<file path="src/logic/timer_defines.svh">
// Register offsets, field positions, reset values and masks of the timer block.
// Included by the timer module, the checker and the bench; definitions only.
`ifndef TIMER_DEFINES_SVH
`define TIMER_DEFINES_SVH
`define OFF_POLARITY 8'h00
`define OFF_OUT_VALUE 8'h04
`define OFF_OUT_ENABLE 8'h08
`define OFF_CH4_MODE 8'h0C
`define OFF_CH4_DATA 8'h10
`define OFF_CH3_DATA 8'h14
`define OFF_CONTROL 8'h18
`define OFF_PRESCALE 8'h1C
`define OFF_IRQ_STATUS 8'h20
`define OFF_IRQ_MASK 8'h24
`define OFF_CH4_COUNT 8'h28
`define OFF_CH4_CAPTURE 8'h2C
`define OFF_RUN_STATUS 8'h30
`define CTL_START4 0
`define CTL_STOP4 1
`define CTL_SLAVE3_EN 2
`define CTL_SLAVE3_MODE 3
`define IRQ_CH4 0
`define IRQ_CH3 1
`define OUT3_BIT 3
`define OUT4_BIT 4
`define MODE_WR_MASK 16'hDFCF
`define RST_REG16 16'h0000
`define RST_CTL 4'h0
`define RST_IRQ 2'h0
`define RST_WORD 32'h0000_0000
`endif

</file>
<file path="src/logic/timer_pkg.sv">
// Types shared by the timer channel block: mode register layout and codes.
// Assumes timer_defines.svh sits beside it on the include path.
package timer_pkg;
    // Channel mode register layout, bit 15 first
    typedef struct packed {
        logic [1:0] prescaleSel;
        logic rsv13;
        logic countSource;
        logic leadRole;
        logic [2:0] triggerSel;
        logic [1:0] edgeSel;
        logic [1:0] rsv54;
        logic [2:0] opMode;
        logic startIrqOption;
    } mode_reg_t;
    // Counting modes
    typedef enum logic [2:0] {
        MODE_INTERVAL = 3'h0,
        MODE_CAPTURE = 3'h2,
        MODE_EVENT = 3'h3,
        MODE_ONE_COUNT = 3'h4,
        MODE_CAP_ONE = 3'h6
    } count_mode_t;
    // Start trigger sources
    typedef enum logic [2:0] {
        TRIG_SOFTWARE = 3'h0,
        TRIG_VALID_EDGE = 3'h1,
        TRIG_BOTH_EDGES = 3'h2,
        TRIG_MASTER_IRQ = 3'h4
    } trig_sel_t;
    // Channel run state
    typedef enum logic {
        CH_IDLE = 1'b0,
        CH_RUN = 1'b1
    } ch_state_t;
endpackage
</file>
<file path="src/logic/timer_channel_output_and_mode_config.sv">
// Two timer channels: channel 4 (mode register driven, master) and
// channel 3 (one-count slave), with output value/enable control and a slave-mode polarity for output 3.
// Assumes an APB master on ref_clk and a timer input pin from outside.
`timescale 1ns/1ns
`include "timer_defines.svh"
module timer_channel_output_and_mode_config #(
    parameter int CNT_W = 16
) (
    input wire logic ref_clk,
    input wire logic reset,
    input wire logic psel,
    input wire logic penable,
    input wire logic pwrite,
    input wire logic [7:0] paddr,
    input wire logic [31:0] pwdata,
    output logic [31:0] prdata,
    output logic pready,
    output logic pslverr,
    input wire logic ch4TimerInputPin,
    output logic timerOut3,
    output logic timerOut4,
    output logic irq
);
    // Software registers
    logic [15:0] polarityReg, polarityNext;
    logic [15:0] valueReg, valueNext;
    logic [15:0] enableReg, enableNext;
    timer_pkg::mode_reg_t modeReg, modeNext;
    logic [CNT_W-1:0] data4Reg, data4Next;
    logic [CNT_W-1:0] data3Reg, data3Next;
    logic [3:0] ctlReg, ctlNext;
    logic [15:0] prescaleReg, prescaleNext;
    logic [1:0] irqStatReg, irqStatNext;
    logic [1:0] irqMaskReg, irqMaskNext;
    logic [31:0] prdataReg, prdataNext;
    // Channel 4 state
    timer_pkg::ch_state_t st4Reg, st4Next;
    logic [CNT_W-1:0] cnt4Reg, cnt4Next;
    logic [CNT_W-1:0] cap4Reg, cap4Next;
    logic irq4;
    // Channel 3 state
    timer_pkg::ch_state_t st3Reg, st3Next;
    logic [CNT_W-1:0] cnt3Reg, cnt3Next;
    logic irq3;
    // Prescaler and input path
    logic [15:0] divReg;
    logic [3:0] ckTick;
    logic [2:0] pinSync;
    logic pinLevel, pinPrev;
    // Bus decode
    logic wrStrobe, rdSetup, mapped;
    logic swStart4, swStop4;
    // Decode of a word offset, shared by write and error paths
    function automatic logic isMapped(input logic [7:0] a);
        case (a)
            `OFF_POLARITY, `OFF_OUT_VALUE, `OFF_OUT_ENABLE,
            `OFF_CH4_MODE, `OFF_CH4_DATA, `OFF_CH3_DATA,
            `OFF_CONTROL, `OFF_PRESCALE, `OFF_IRQ_STATUS,
            `OFF_IRQ_MASK, `OFF_CH4_COUNT, `OFF_CH4_CAPTURE,
            `OFF_RUN_STATUS: isMapped = 1'b1;
            default: isMapped = 1'b0;
        endcase
    endfunction
    // Operating clock pick from the two select bits
    function automatic logic pickClock(input logic [1:0] sel, input logic [3:0] t);
        case (sel)
            2'b00: pickClock = t[0];
            2'b01: pickClock = t[2];
            2'b10: pickClock = t[1];
            default: pickClock = t[3];
        endcase
    endfunction
    assign wrStrobe = psel & penable & pwrite & mapped;
    assign rdSetup = psel & ~penable & ~pwrite;
    assign mapped = isMapped(paddr);
    // Zero wait states; unmapped words answer with an error
    assign pready = psel & penable;
    assign pslverr = psel & penable & ~mapped;
    assign prdata = prdataReg;
    assign swStart4 = wrStrobe & (paddr == `OFF_CONTROL) & pwdata[`CTL_START4];
    assign swStop4 = wrStrobe & (paddr == `OFF_CONTROL) & pwdata[`CTL_STOP4];
    // Free divider; each prescaled clock is a one-cycle enable of 2^n
    always_ff @(posedge ref_clk) begin
        if (reset) begin
            divReg <= `RST_REG16;
        end else begin
            divReg <= divReg + 16'h0001;
        end
    end
    // Four prescaled enables, each with its own 4-bit power select
    genvar g;
    generate
        for (g = 0; g < 4; g++) begin : gen_tick
            logic [15:0] mask;
            assign mask = (16'h0001 << prescaleReg[g*4 +: 4]) - 16'h0001;
            assign ckTick[g] = ((divReg & mask) == mask);
        end
    endgenerate
    // Pin passes three flops; only flops two and three are compared
    always_ff @(posedge ref_clk) begin
        if (reset) begin
            pinSync <= 3'h0;
        end else begin
            pinSync <= {pinSync[1:0], ch4TimerInputPin};
        end
    end
    // Channel 4 operating clock, edge detect and count clock
    logic opTick4, pinLevelNext, pinPrevNext;
    logic riseEv, fallEv, validEv, oppEv, pinTrig, cntTick4;
    assign opTick4 = pickClock(modeReg.prescaleSel, ckTick);
    always_comb begin
        // Filtered level only moves once flops two and three agree
        pinLevelNext = (pinSync[2] == pinSync[1]) ? pinSync[2] : pinLevel;
        // Edge detector samples on the operating clock only
        pinPrevNext = opTick4 ? pinLevel : pinPrev;
    end
    always_ff @(posedge ref_clk) begin
        if (reset) begin
            pinLevel <= 1'b0;
            pinPrev <= 1'b0;
        end else begin
            pinLevel <= pinLevelNext;
            pinPrev <= pinPrevNext;
        end
    end
    assign riseEv = opTick4 & pinLevel & ~pinPrev;
    assign fallEv = opTick4 & ~pinLevel & pinPrev;
    // Edge select bit 0: 0 rising valid, 1 falling valid
    assign validEv = modeReg.edgeSel[0] ? fallEv : riseEv;
    assign oppEv = modeReg.edgeSel[0] ? riseEv : fallEv;
    // Count clock: operating clock or valid pin edges
    assign cntTick4 = modeReg.countSource ? validEv : opTick4;
    // Pin start/capture trigger per trigger field
    always_comb begin
        case (modeReg.triggerSel)
            timer_pkg::TRIG_VALID_EDGE: pinTrig = validEv;
            timer_pkg::TRIG_BOTH_EDGES: pinTrig = riseEv | fallEv;
            // Master irq source and prohibited codes: no pin trigger;
            // channel 4 has no master above it in this block
            default: pinTrig = 1'b0;
        endcase
    end
    // Channel 4 counter, per counting mode
    always_comb begin
        st4Next = st4Reg;
        cnt4Next = cnt4Reg;
        cap4Next = cap4Reg;
        irq4 = 1'b0;
        case (modeReg.opMode)
            timer_pkg::MODE_INTERVAL, timer_pkg::MODE_EVENT: begin
                // Down count, reload on start and underflow
                if (swStart4 | pinTrig) begin
                    st4Next = timer_pkg::CH_RUN;
                    cnt4Next = data4Reg;
                    // Start irq only in interval mode with option set
                    irq4 = modeReg.startIrqOption &
                        (modeReg.opMode == timer_pkg::MODE_INTERVAL);
                end else if (st4Reg == timer_pkg::CH_RUN && cntTick4) begin
                    if (cnt4Reg == '0) begin
                        cnt4Next = data4Reg;
                        irq4 = 1'b1;
                    end else begin
                        cnt4Next = cnt4Reg - 1'b1;
                    end
                end
            end
            timer_pkg::MODE_ONE_COUNT: begin
                // Retrigger while running only with option set
                if ((swStart4 | pinTrig) &&
                    (st4Reg == timer_pkg::CH_IDLE || modeReg.startIrqOption)) begin
                    st4Next = timer_pkg::CH_RUN;
                    cnt4Next = data4Reg;
                    irq4 = (st4Reg == timer_pkg::CH_RUN);
                end else if (st4Reg == timer_pkg::CH_RUN && cntTick4) begin
                    if (cnt4Reg == '0) begin
                        st4Next = timer_pkg::CH_IDLE;
                        irq4 = 1'b1;
                    end else begin
                        cnt4Next = cnt4Reg - 1'b1;
                    end
                end
            end
            timer_pkg::MODE_CAPTURE: begin
                // First trigger starts; later pin triggers capture and clear
                if (st4Reg == timer_pkg::CH_IDLE && (swStart4 | pinTrig)) begin
                    st4Next = timer_pkg::CH_RUN;
                    cnt4Next = '0;
                    irq4 = modeReg.startIrqOption;
                end else if (st4Reg == timer_pkg::CH_RUN && pinTrig) begin
                    cap4Next = cnt4Reg;
                    cnt4Next = '0;
                    irq4 = 1'b1;
                end else if (st4Reg == timer_pkg::CH_RUN && cntTick4) begin
                    cnt4Next = cnt4Reg + 1'b1;
                end
            end
            timer_pkg::MODE_CAP_ONE: begin
                // Valid edge opens the window, opposite edge closes it
                if (st4Reg == timer_pkg::CH_IDLE && (swStart4 | pinTrig)) begin
                    st4Next = timer_pkg::CH_RUN;
                    cnt4Next = '0;
                end else if (st4Reg == timer_pkg::CH_RUN && oppEv) begin
                    cap4Next = cnt4Reg;
                    st4Next = timer_pkg::CH_IDLE;
                    irq4 = 1'b1;
                end else if (st4Reg == timer_pkg::CH_RUN && cntTick4) begin
                    cnt4Next = cnt4Reg + 1'b1;
                end
            end
            default: begin
                // Prohibited mode codes freeze the channel
                st4Next = st4Reg;
            end
        endcase
        // Stop command has the last word
        if (swStop4) begin
            st4Next = timer_pkg::CH_IDLE;
        end
    end
    always_ff @(posedge ref_clk) begin
        if (reset) begin
            st4Reg <= timer_pkg::CH_IDLE;
            cnt4Reg <= '0;
            cap4Reg <= '0;
        end else begin
            st4Reg <= st4Next;
            cnt4Reg <= cnt4Next;
            cap4Reg <= cap4Next;
        end
    end
    // Channel 3: one-count slave started by the master irq
    logic slaveTrig3;
    assign slaveTrig3 = ctlReg[`CTL_SLAVE3_EN] & irq4 & modeReg.leadRole;
    always_comb begin
        st3Next = st3Reg;
        cnt3Next = cnt3Reg;
        irq3 = 1'b0;
        if (slaveTrig3) begin
            // Retrigger restarts the delay each master period
            st3Next = timer_pkg::CH_RUN;
            cnt3Next = data3Reg;
        end else if (st3Reg == timer_pkg::CH_RUN && ckTick[0]) begin
            if (cnt3Reg == '0) begin
                st3Next = timer_pkg::CH_IDLE;
                irq3 = 1'b1;
            end else begin
                cnt3Next = cnt3Reg - 1'b1;
            end
        end
        if (!ctlReg[`CTL_SLAVE3_EN]) begin
            st3Next = timer_pkg::CH_IDLE;
        end
    end
    always_ff @(posedge ref_clk) begin
        if (reset) begin
            st3Reg <= timer_pkg::CH_IDLE;
            cnt3Reg <= '0;
        end else begin
            st3Reg <= st3Next;
            cnt3Reg <= cnt3Next;
        end
    end
    // Register writes, output value control and interrupt status
    logic [31:0] rdMux;
    logic valWrite;
    always_comb begin
        polarityNext = polarityReg;
        enableNext = enableReg;
        modeNext = modeReg;
        data4Next = data4Reg;
        data3Next = data3Reg;
        ctlNext = ctlReg;
        prescaleNext = prescaleReg;
        irqMaskNext = irqMaskReg;
        valWrite = wrStrobe & (paddr == `OFF_OUT_VALUE);
        if (wrStrobe) begin
            case (paddr)
                `OFF_POLARITY: polarityNext = pwdata[15:0];
                `OFF_OUT_ENABLE: enableNext = pwdata[15:0];
                // Reserved mode bits stay zero
                `OFF_CH4_MODE: modeNext = pwdata[15:0] & `MODE_WR_MASK;
                `OFF_CH4_DATA: data4Next = pwdata[CNT_W-1:0];
                `OFF_CH3_DATA: data3Next = pwdata[CNT_W-1:0];
                // Start/stop are self-clearing commands, not stored
                `OFF_CONTROL: ctlNext = {pwdata[3:2], 2'b00};
                `OFF_PRESCALE: prescaleNext = pwdata[15:0];
                `OFF_IRQ_MASK: irqMaskNext = pwdata[1:0];
                default: ctlNext = ctlReg;
            endcase
        end
        // Software writes land only where the timer does not own the bit
        valueNext = valWrite ? ((pwdata[15:0] & ~enableReg) | (valueReg & enableReg))
                             : valueReg;
        // Channel 4 master output toggles on its own irq
        if (enableReg[`OUT4_BIT] && irq4) begin
            valueNext[`OUT4_BIT] = ~valueReg[`OUT4_BIT];
        end
        // Channel 3: slave mode sets on master irq, resets on own irq
        if (enableReg[`OUT3_BIT]) begin
            if (ctlReg[`CTL_SLAVE3_MODE]) begin
                if (irq3) begin
                    valueNext[`OUT3_BIT] = polarityReg[`OUT3_BIT];
                end else if (slaveTrig3) begin
                    valueNext[`OUT3_BIT] = ~polarityReg[`OUT3_BIT];
                end
            end else if (irq3) begin
                valueNext[`OUT3_BIT] = ~valueReg[`OUT3_BIT];
            end
        end
        // Sticky status: a new event beats a same-cycle clear
        irqStatNext = irqStatReg;
        if (wrStrobe && paddr == `OFF_IRQ_STATUS) begin
            irqStatNext = irqStatReg & ~pwdata[1:0];
        end
        irqStatNext[`IRQ_CH4] = irqStatNext[`IRQ_CH4] | irq4;
        irqStatNext[`IRQ_CH3] = irqStatNext[`IRQ_CH3] | irq3;
    end
    // Read mux, latched in the setup phase
    always_comb begin
        rdMux = `RST_WORD;
        case (paddr)
            `OFF_POLARITY: rdMux[15:0] = polarityReg;
            `OFF_OUT_VALUE: rdMux[15:0] = valueReg;
            `OFF_OUT_ENABLE: rdMux[15:0] = enableReg;
            `OFF_CH4_MODE: rdMux[15:0] = modeReg;
            `OFF_CH4_DATA: rdMux[CNT_W-1:0] = data4Reg;
            `OFF_CH3_DATA: rdMux[CNT_W-1:0] = data3Reg;
            `OFF_CONTROL: rdMux[3:0] = ctlReg;
            `OFF_PRESCALE: rdMux[15:0] = prescaleReg;
            `OFF_IRQ_STATUS: rdMux[1:0] = irqStatReg;
            `OFF_IRQ_MASK: rdMux[1:0] = irqMaskReg;
            `OFF_CH4_COUNT: rdMux[CNT_W-1:0] = cnt4Reg;
            `OFF_CH4_CAPTURE: rdMux[CNT_W-1:0] = cap4Reg;
            `OFF_RUN_STATUS: rdMux[1:0] = {st3Reg == timer_pkg::CH_RUN,
                                           st4Reg == timer_pkg::CH_RUN};
            default: rdMux = `RST_WORD;
        endcase
        prdataNext = rdSetup ? rdMux : prdataReg;
    end
    always_ff @(posedge ref_clk) begin
        if (reset) begin
            polarityReg <= `RST_REG16;
            valueReg <= `RST_REG16;
            enableReg <= `RST_REG16;
            modeReg <= `RST_REG16;
            data4Reg <= '0;
            data3Reg <= '0;
            ctlReg <= `RST_CTL;
            prescaleReg <= `RST_REG16;
            irqStatReg <= `RST_IRQ;
            irqMaskReg <= `RST_IRQ;
            prdataReg <= `RST_WORD;
        end else begin
            polarityReg <= polarityNext;
            valueReg <= valueNext;
            enableReg <= enableNext;
            modeReg <= modeNext;
            data4Reg <= data4Next;
            data3Reg <= data3Next;
            ctlReg <= ctlNext;
            prescaleReg <= prescaleNext;
            irqStatReg <= irqStatNext;
            irqMaskReg <= irqMaskNext;
            prdataReg <= prdataNext;
        end
    end
    // Pins follow the value bits directly
    assign timerOut3 = valueReg[`OUT3_BIT];
    assign timerOut4 = valueReg[`OUT4_BIT];
    assign irq = |(irqStatReg & irqMaskReg);
endmodule

</file>
<file path="config.mk">
export PLATFORM = sky130hd
export DESIGN_NAME = timer_channel_output_and_mode_config
export DESIGN_NICKNAME = d
export VERILOG_FILES = /design/src/logic/timer_pkg.sv /design/src/logic/timer_channel_output_and_mode_config.sv
export VERILOG_INCLUDE_DIRS = /design/src /design/src/logic
export SDC_FILE = /design/constraint.sdc
export NUM_CORES = 1
export LEC_CHECK = 0
export BUFFER_PORTS_ARGS = -buffer_cell sky130_fd_sc_hd__buf_4
export CAP_MARGIN = 5
export CORE_ASPECT_RATIO = 0.8
export CORE_UTILIZATION = 40
export CTS_BUF_LIST = sky130_fd_sc_hd__clkbuf_8
export CTS_CLUSTER_SIZE = 20
export DETAILED_ROUTE_END_ITERATION = 7
export HOLD_SLACK_MARGIN = 0.05
export SLEW_MARGIN = 25
export SYNTH_ARGS = -nofsm -noshare
export SYNTH_HDL_FRONTEND = slang
export SYNTH_SLANG_ARGS = --single-unit
</file>
<file path="constraint.sdc">
create_clock -name ref_clk -period 6.5 [get_ports ref_clk]
set_clock_uncertainty 0.05 [all_clocks]
set_input_delay 0.65 -clock ref_clk [delete_from_list [all_inputs] [get_ports ref_clk]]
set_output_delay 0.65 -clock ref_clk [all_outputs]
set_load 0.005 [all_outputs]
</file>
==> metrics.cfg <==
[run_status]
run_status = finished, final reports clean

[yosys]
synth_top_area_cell = dfxtp_1
synthArstFlopShare = 0
yosysSeqAreaShare = 0.3532
syn_area_mm2 = 0.01139
synth_edf_count = 0
synthTopCellsByArea = dfxtp_1, nand2_1, a21oi_1
ys_ff_latch = 201
synthCells = 1523
avgSynthCellArea_um2 = 7.480
ys_warn_count = 0
synth_top_area_frac = 0.3532
synth_flop_cell = dfxtp_1
yosysUniqueCellTypes = 83

[clock_tree]
root_buffer = clkbuf_8
cts_tree = done
clk_latency_ns = 0.54
cts_hold_buf = 0
cts_buffer_depth = 3
postCtsSetupBuffers = 0
numCtsBuffers = 36
h-tree-depth = 2
cts.sinks = 201
clk_pin_slew_worst_paths_ns = 0.06
cts_resized = 0

[finish]
antenna_cells = 0
area_growth_pct = 9.764
final_cell_mix = nand2_1, dfxtp_1, a21oi_1
postLayoutCoreUtil = 0.4525
final_nets = 1552
final_common_cell = nand2_1
fillers = 2765
drive_gt1_frac = 0.09342

[setup_path]
startpoint_type = flip-flop
cp_data_arrival_time_ns = 5.25
worst-path-max-fanout = 23
required_ns = 6.91
crit_type = reg2reg
endpoint_kind = flip-flop

[timing]
rsz0062_at_grt = false
hold-worst-slack_ns = 0.3126
tightest_slew_ns = 1.252
post-route-period-util = 0.7444
fmax_mhz = 206.7
maxSlewViolCount = 0
setup_tns_ns = 0
period_needed_ns = 4.838
finalSetupViolCount = 0
relSlewSlack = 0.1657
fin_ws_ns = 1.662
final_hold_viol_count = 0

[grt]
grt_pass1_wl_um = 59990
grt_pass1_vias = 10010
antenna_found_initial = 0
overflow = 0
grt_max_degree = 115
grt_usage = 0.2640

[die]
die_width_um = 190.7
initial_core_util = 0.4123
dieArea_mm2 = 0.02916
placement_rows = 54
io-pin-count = 83
core_area_mm2 = 0.02763
die_h_um = 152.9

[detailed_routing]
wl_um = 39010
ant_nets = 0
vias = 11240
wire_per_inst_um = 20.70
drt_pass1_iterations = 5
viasPerCell = 5.968
post-route-drc-count = 0
first_iter_violations = 1259

[job]
drv_cap = 0

[pwr]
power_density_mw_per_mm2 = 205.8
power_leakage_nw = 4.381
vdd_drop_max_v = 0.0001168

[placed_design]
hpwl_um = 25670
place_congestion = 0.8978
dp_slack_ns = 1.730
io_buffer_count = 50

[hold_path]
min_path_type = in2reg

[area by class of cell]
class	instances	area [um2]	area share
well taps	364	455.4	0.03642
clock buffers	45	619.3	0.04953
flip-flops and latches	201	4024	0.3218
multi-input cells	1168	6718	0.5372
repair buffers	66	499.2	0.03992
clock inverters	16	98.84	0.007905
inverters	24	90.09	0.007204
[worst paths after layout]
path	from	end	slack [ns]	cells past startpoint
setup reg to reg	prescaleReg[6]	cnt4Reg[15]	1.66	15
hold reg to reg	pinSync[0]	pinSync[1]	0.39	1
setup / recovery	prescaleReg[6]	cnt4Reg[15]	1.66	15
hold / removal	ch4TimerInputPin	pinSync[0]	0.31	2
[registers in the layout, indices dropped and copies added, names as in the netlist, 3 cells and up, named ones only]
| signal | cells |
|---|---|
| data3Reg | 16 |
| polarityReg | 16 |
| pinSync | 3 |
| enableReg | 16 |
| modeReg | 13 |
| prdata | 16 |
| prescaleReg | 16 |
| data4Reg | 16 |
| divReg | 15 |
| cnt3Reg | 16 |
| cap4Reg | 16 |
| cnt4Reg | 16 |
[power by group]
| group | internal [mW] | switching [mW] | total (mW) |
|---|---|---|---|
| Sequential | 1.24 | 0.00756 | 1.25 |
| Clock | 0.663 | 0.559 | 1.22 |
| Combinational | 0.0317 | 0.0745 | 0.106 |
[Yosys cell counts (10+ instances only)]
master	instances
buf_1	12
a22oi_1	11
nand3_1	24
or3_1	13
dfxtp_1	201
xor2_1	15
nor2_1	133
inv_1	23
nor3_1	19
o21ai_0	72
a311oi_1	14
mux2i_1	42
and3_1	11
a211oi_1	26
nand3b_1	10
buf_4	17
a21oi_1	161
nor2b_1	32
buf_2	14
nand4_1	11
a221oi_1	34
nand2_1	297
xnor2_1	25
nor4_1	15
a22o_1	12
nand2b_1	17
clkbuf_1	101
o22ai_1	10
[per-stage QoR]
step / area (um2) / power, mW / std cells
after global placement: 11770 / 1.376 / 1822
final: 12500 / 2.574 / 1884
after CTS: 12490 / 2.592 / 1883
after floorplan: 11450 / 1.327 / 1538
after global routing: 12500 / 2.664 / 1884
after detailed placement: 11770 / 1.376 / 1822
[layer usage]
layer  up-vias  track usage  part of all wire
li1       5349            -                 -
met1      5374       0.4072              0.48
met2       457       0.3555              0.41
met3        64      0.05465             0.088
met4         0      0.08610             0.026
met5         -            0                 0
[critical path, cell delays in order (launching register included)]
cell,delay (ns)
dfxtp_1,0.64
nor2_1,0.18
nand3b_1,0.12
ha_1,0.46
or3_1,0.20
o21ai_0,0.08
a311oi_1,0.31
o211ai_1,0.14
o31ai_1,0.53
o32ai_2,0.30
nor2_2,0.46
o31ai_1,0.14
a32o_1,0.28
buf_4,0.22
or2_2,0.43
o21ai_0,0.22
[cells by family after synthesis]
group / share of synthesized area
other: 0.0003292
muxes: 0.04184
buffers and inverters: 0.06348
xor gates and xnor gates: 0.03075
DFF: 0.3532
and+or+nand+nor: 0.2549
adders and majority gates: 0.009885
AOI/OAI and AO/OA: 0.2456
Power figures use the tool's default switching activity.
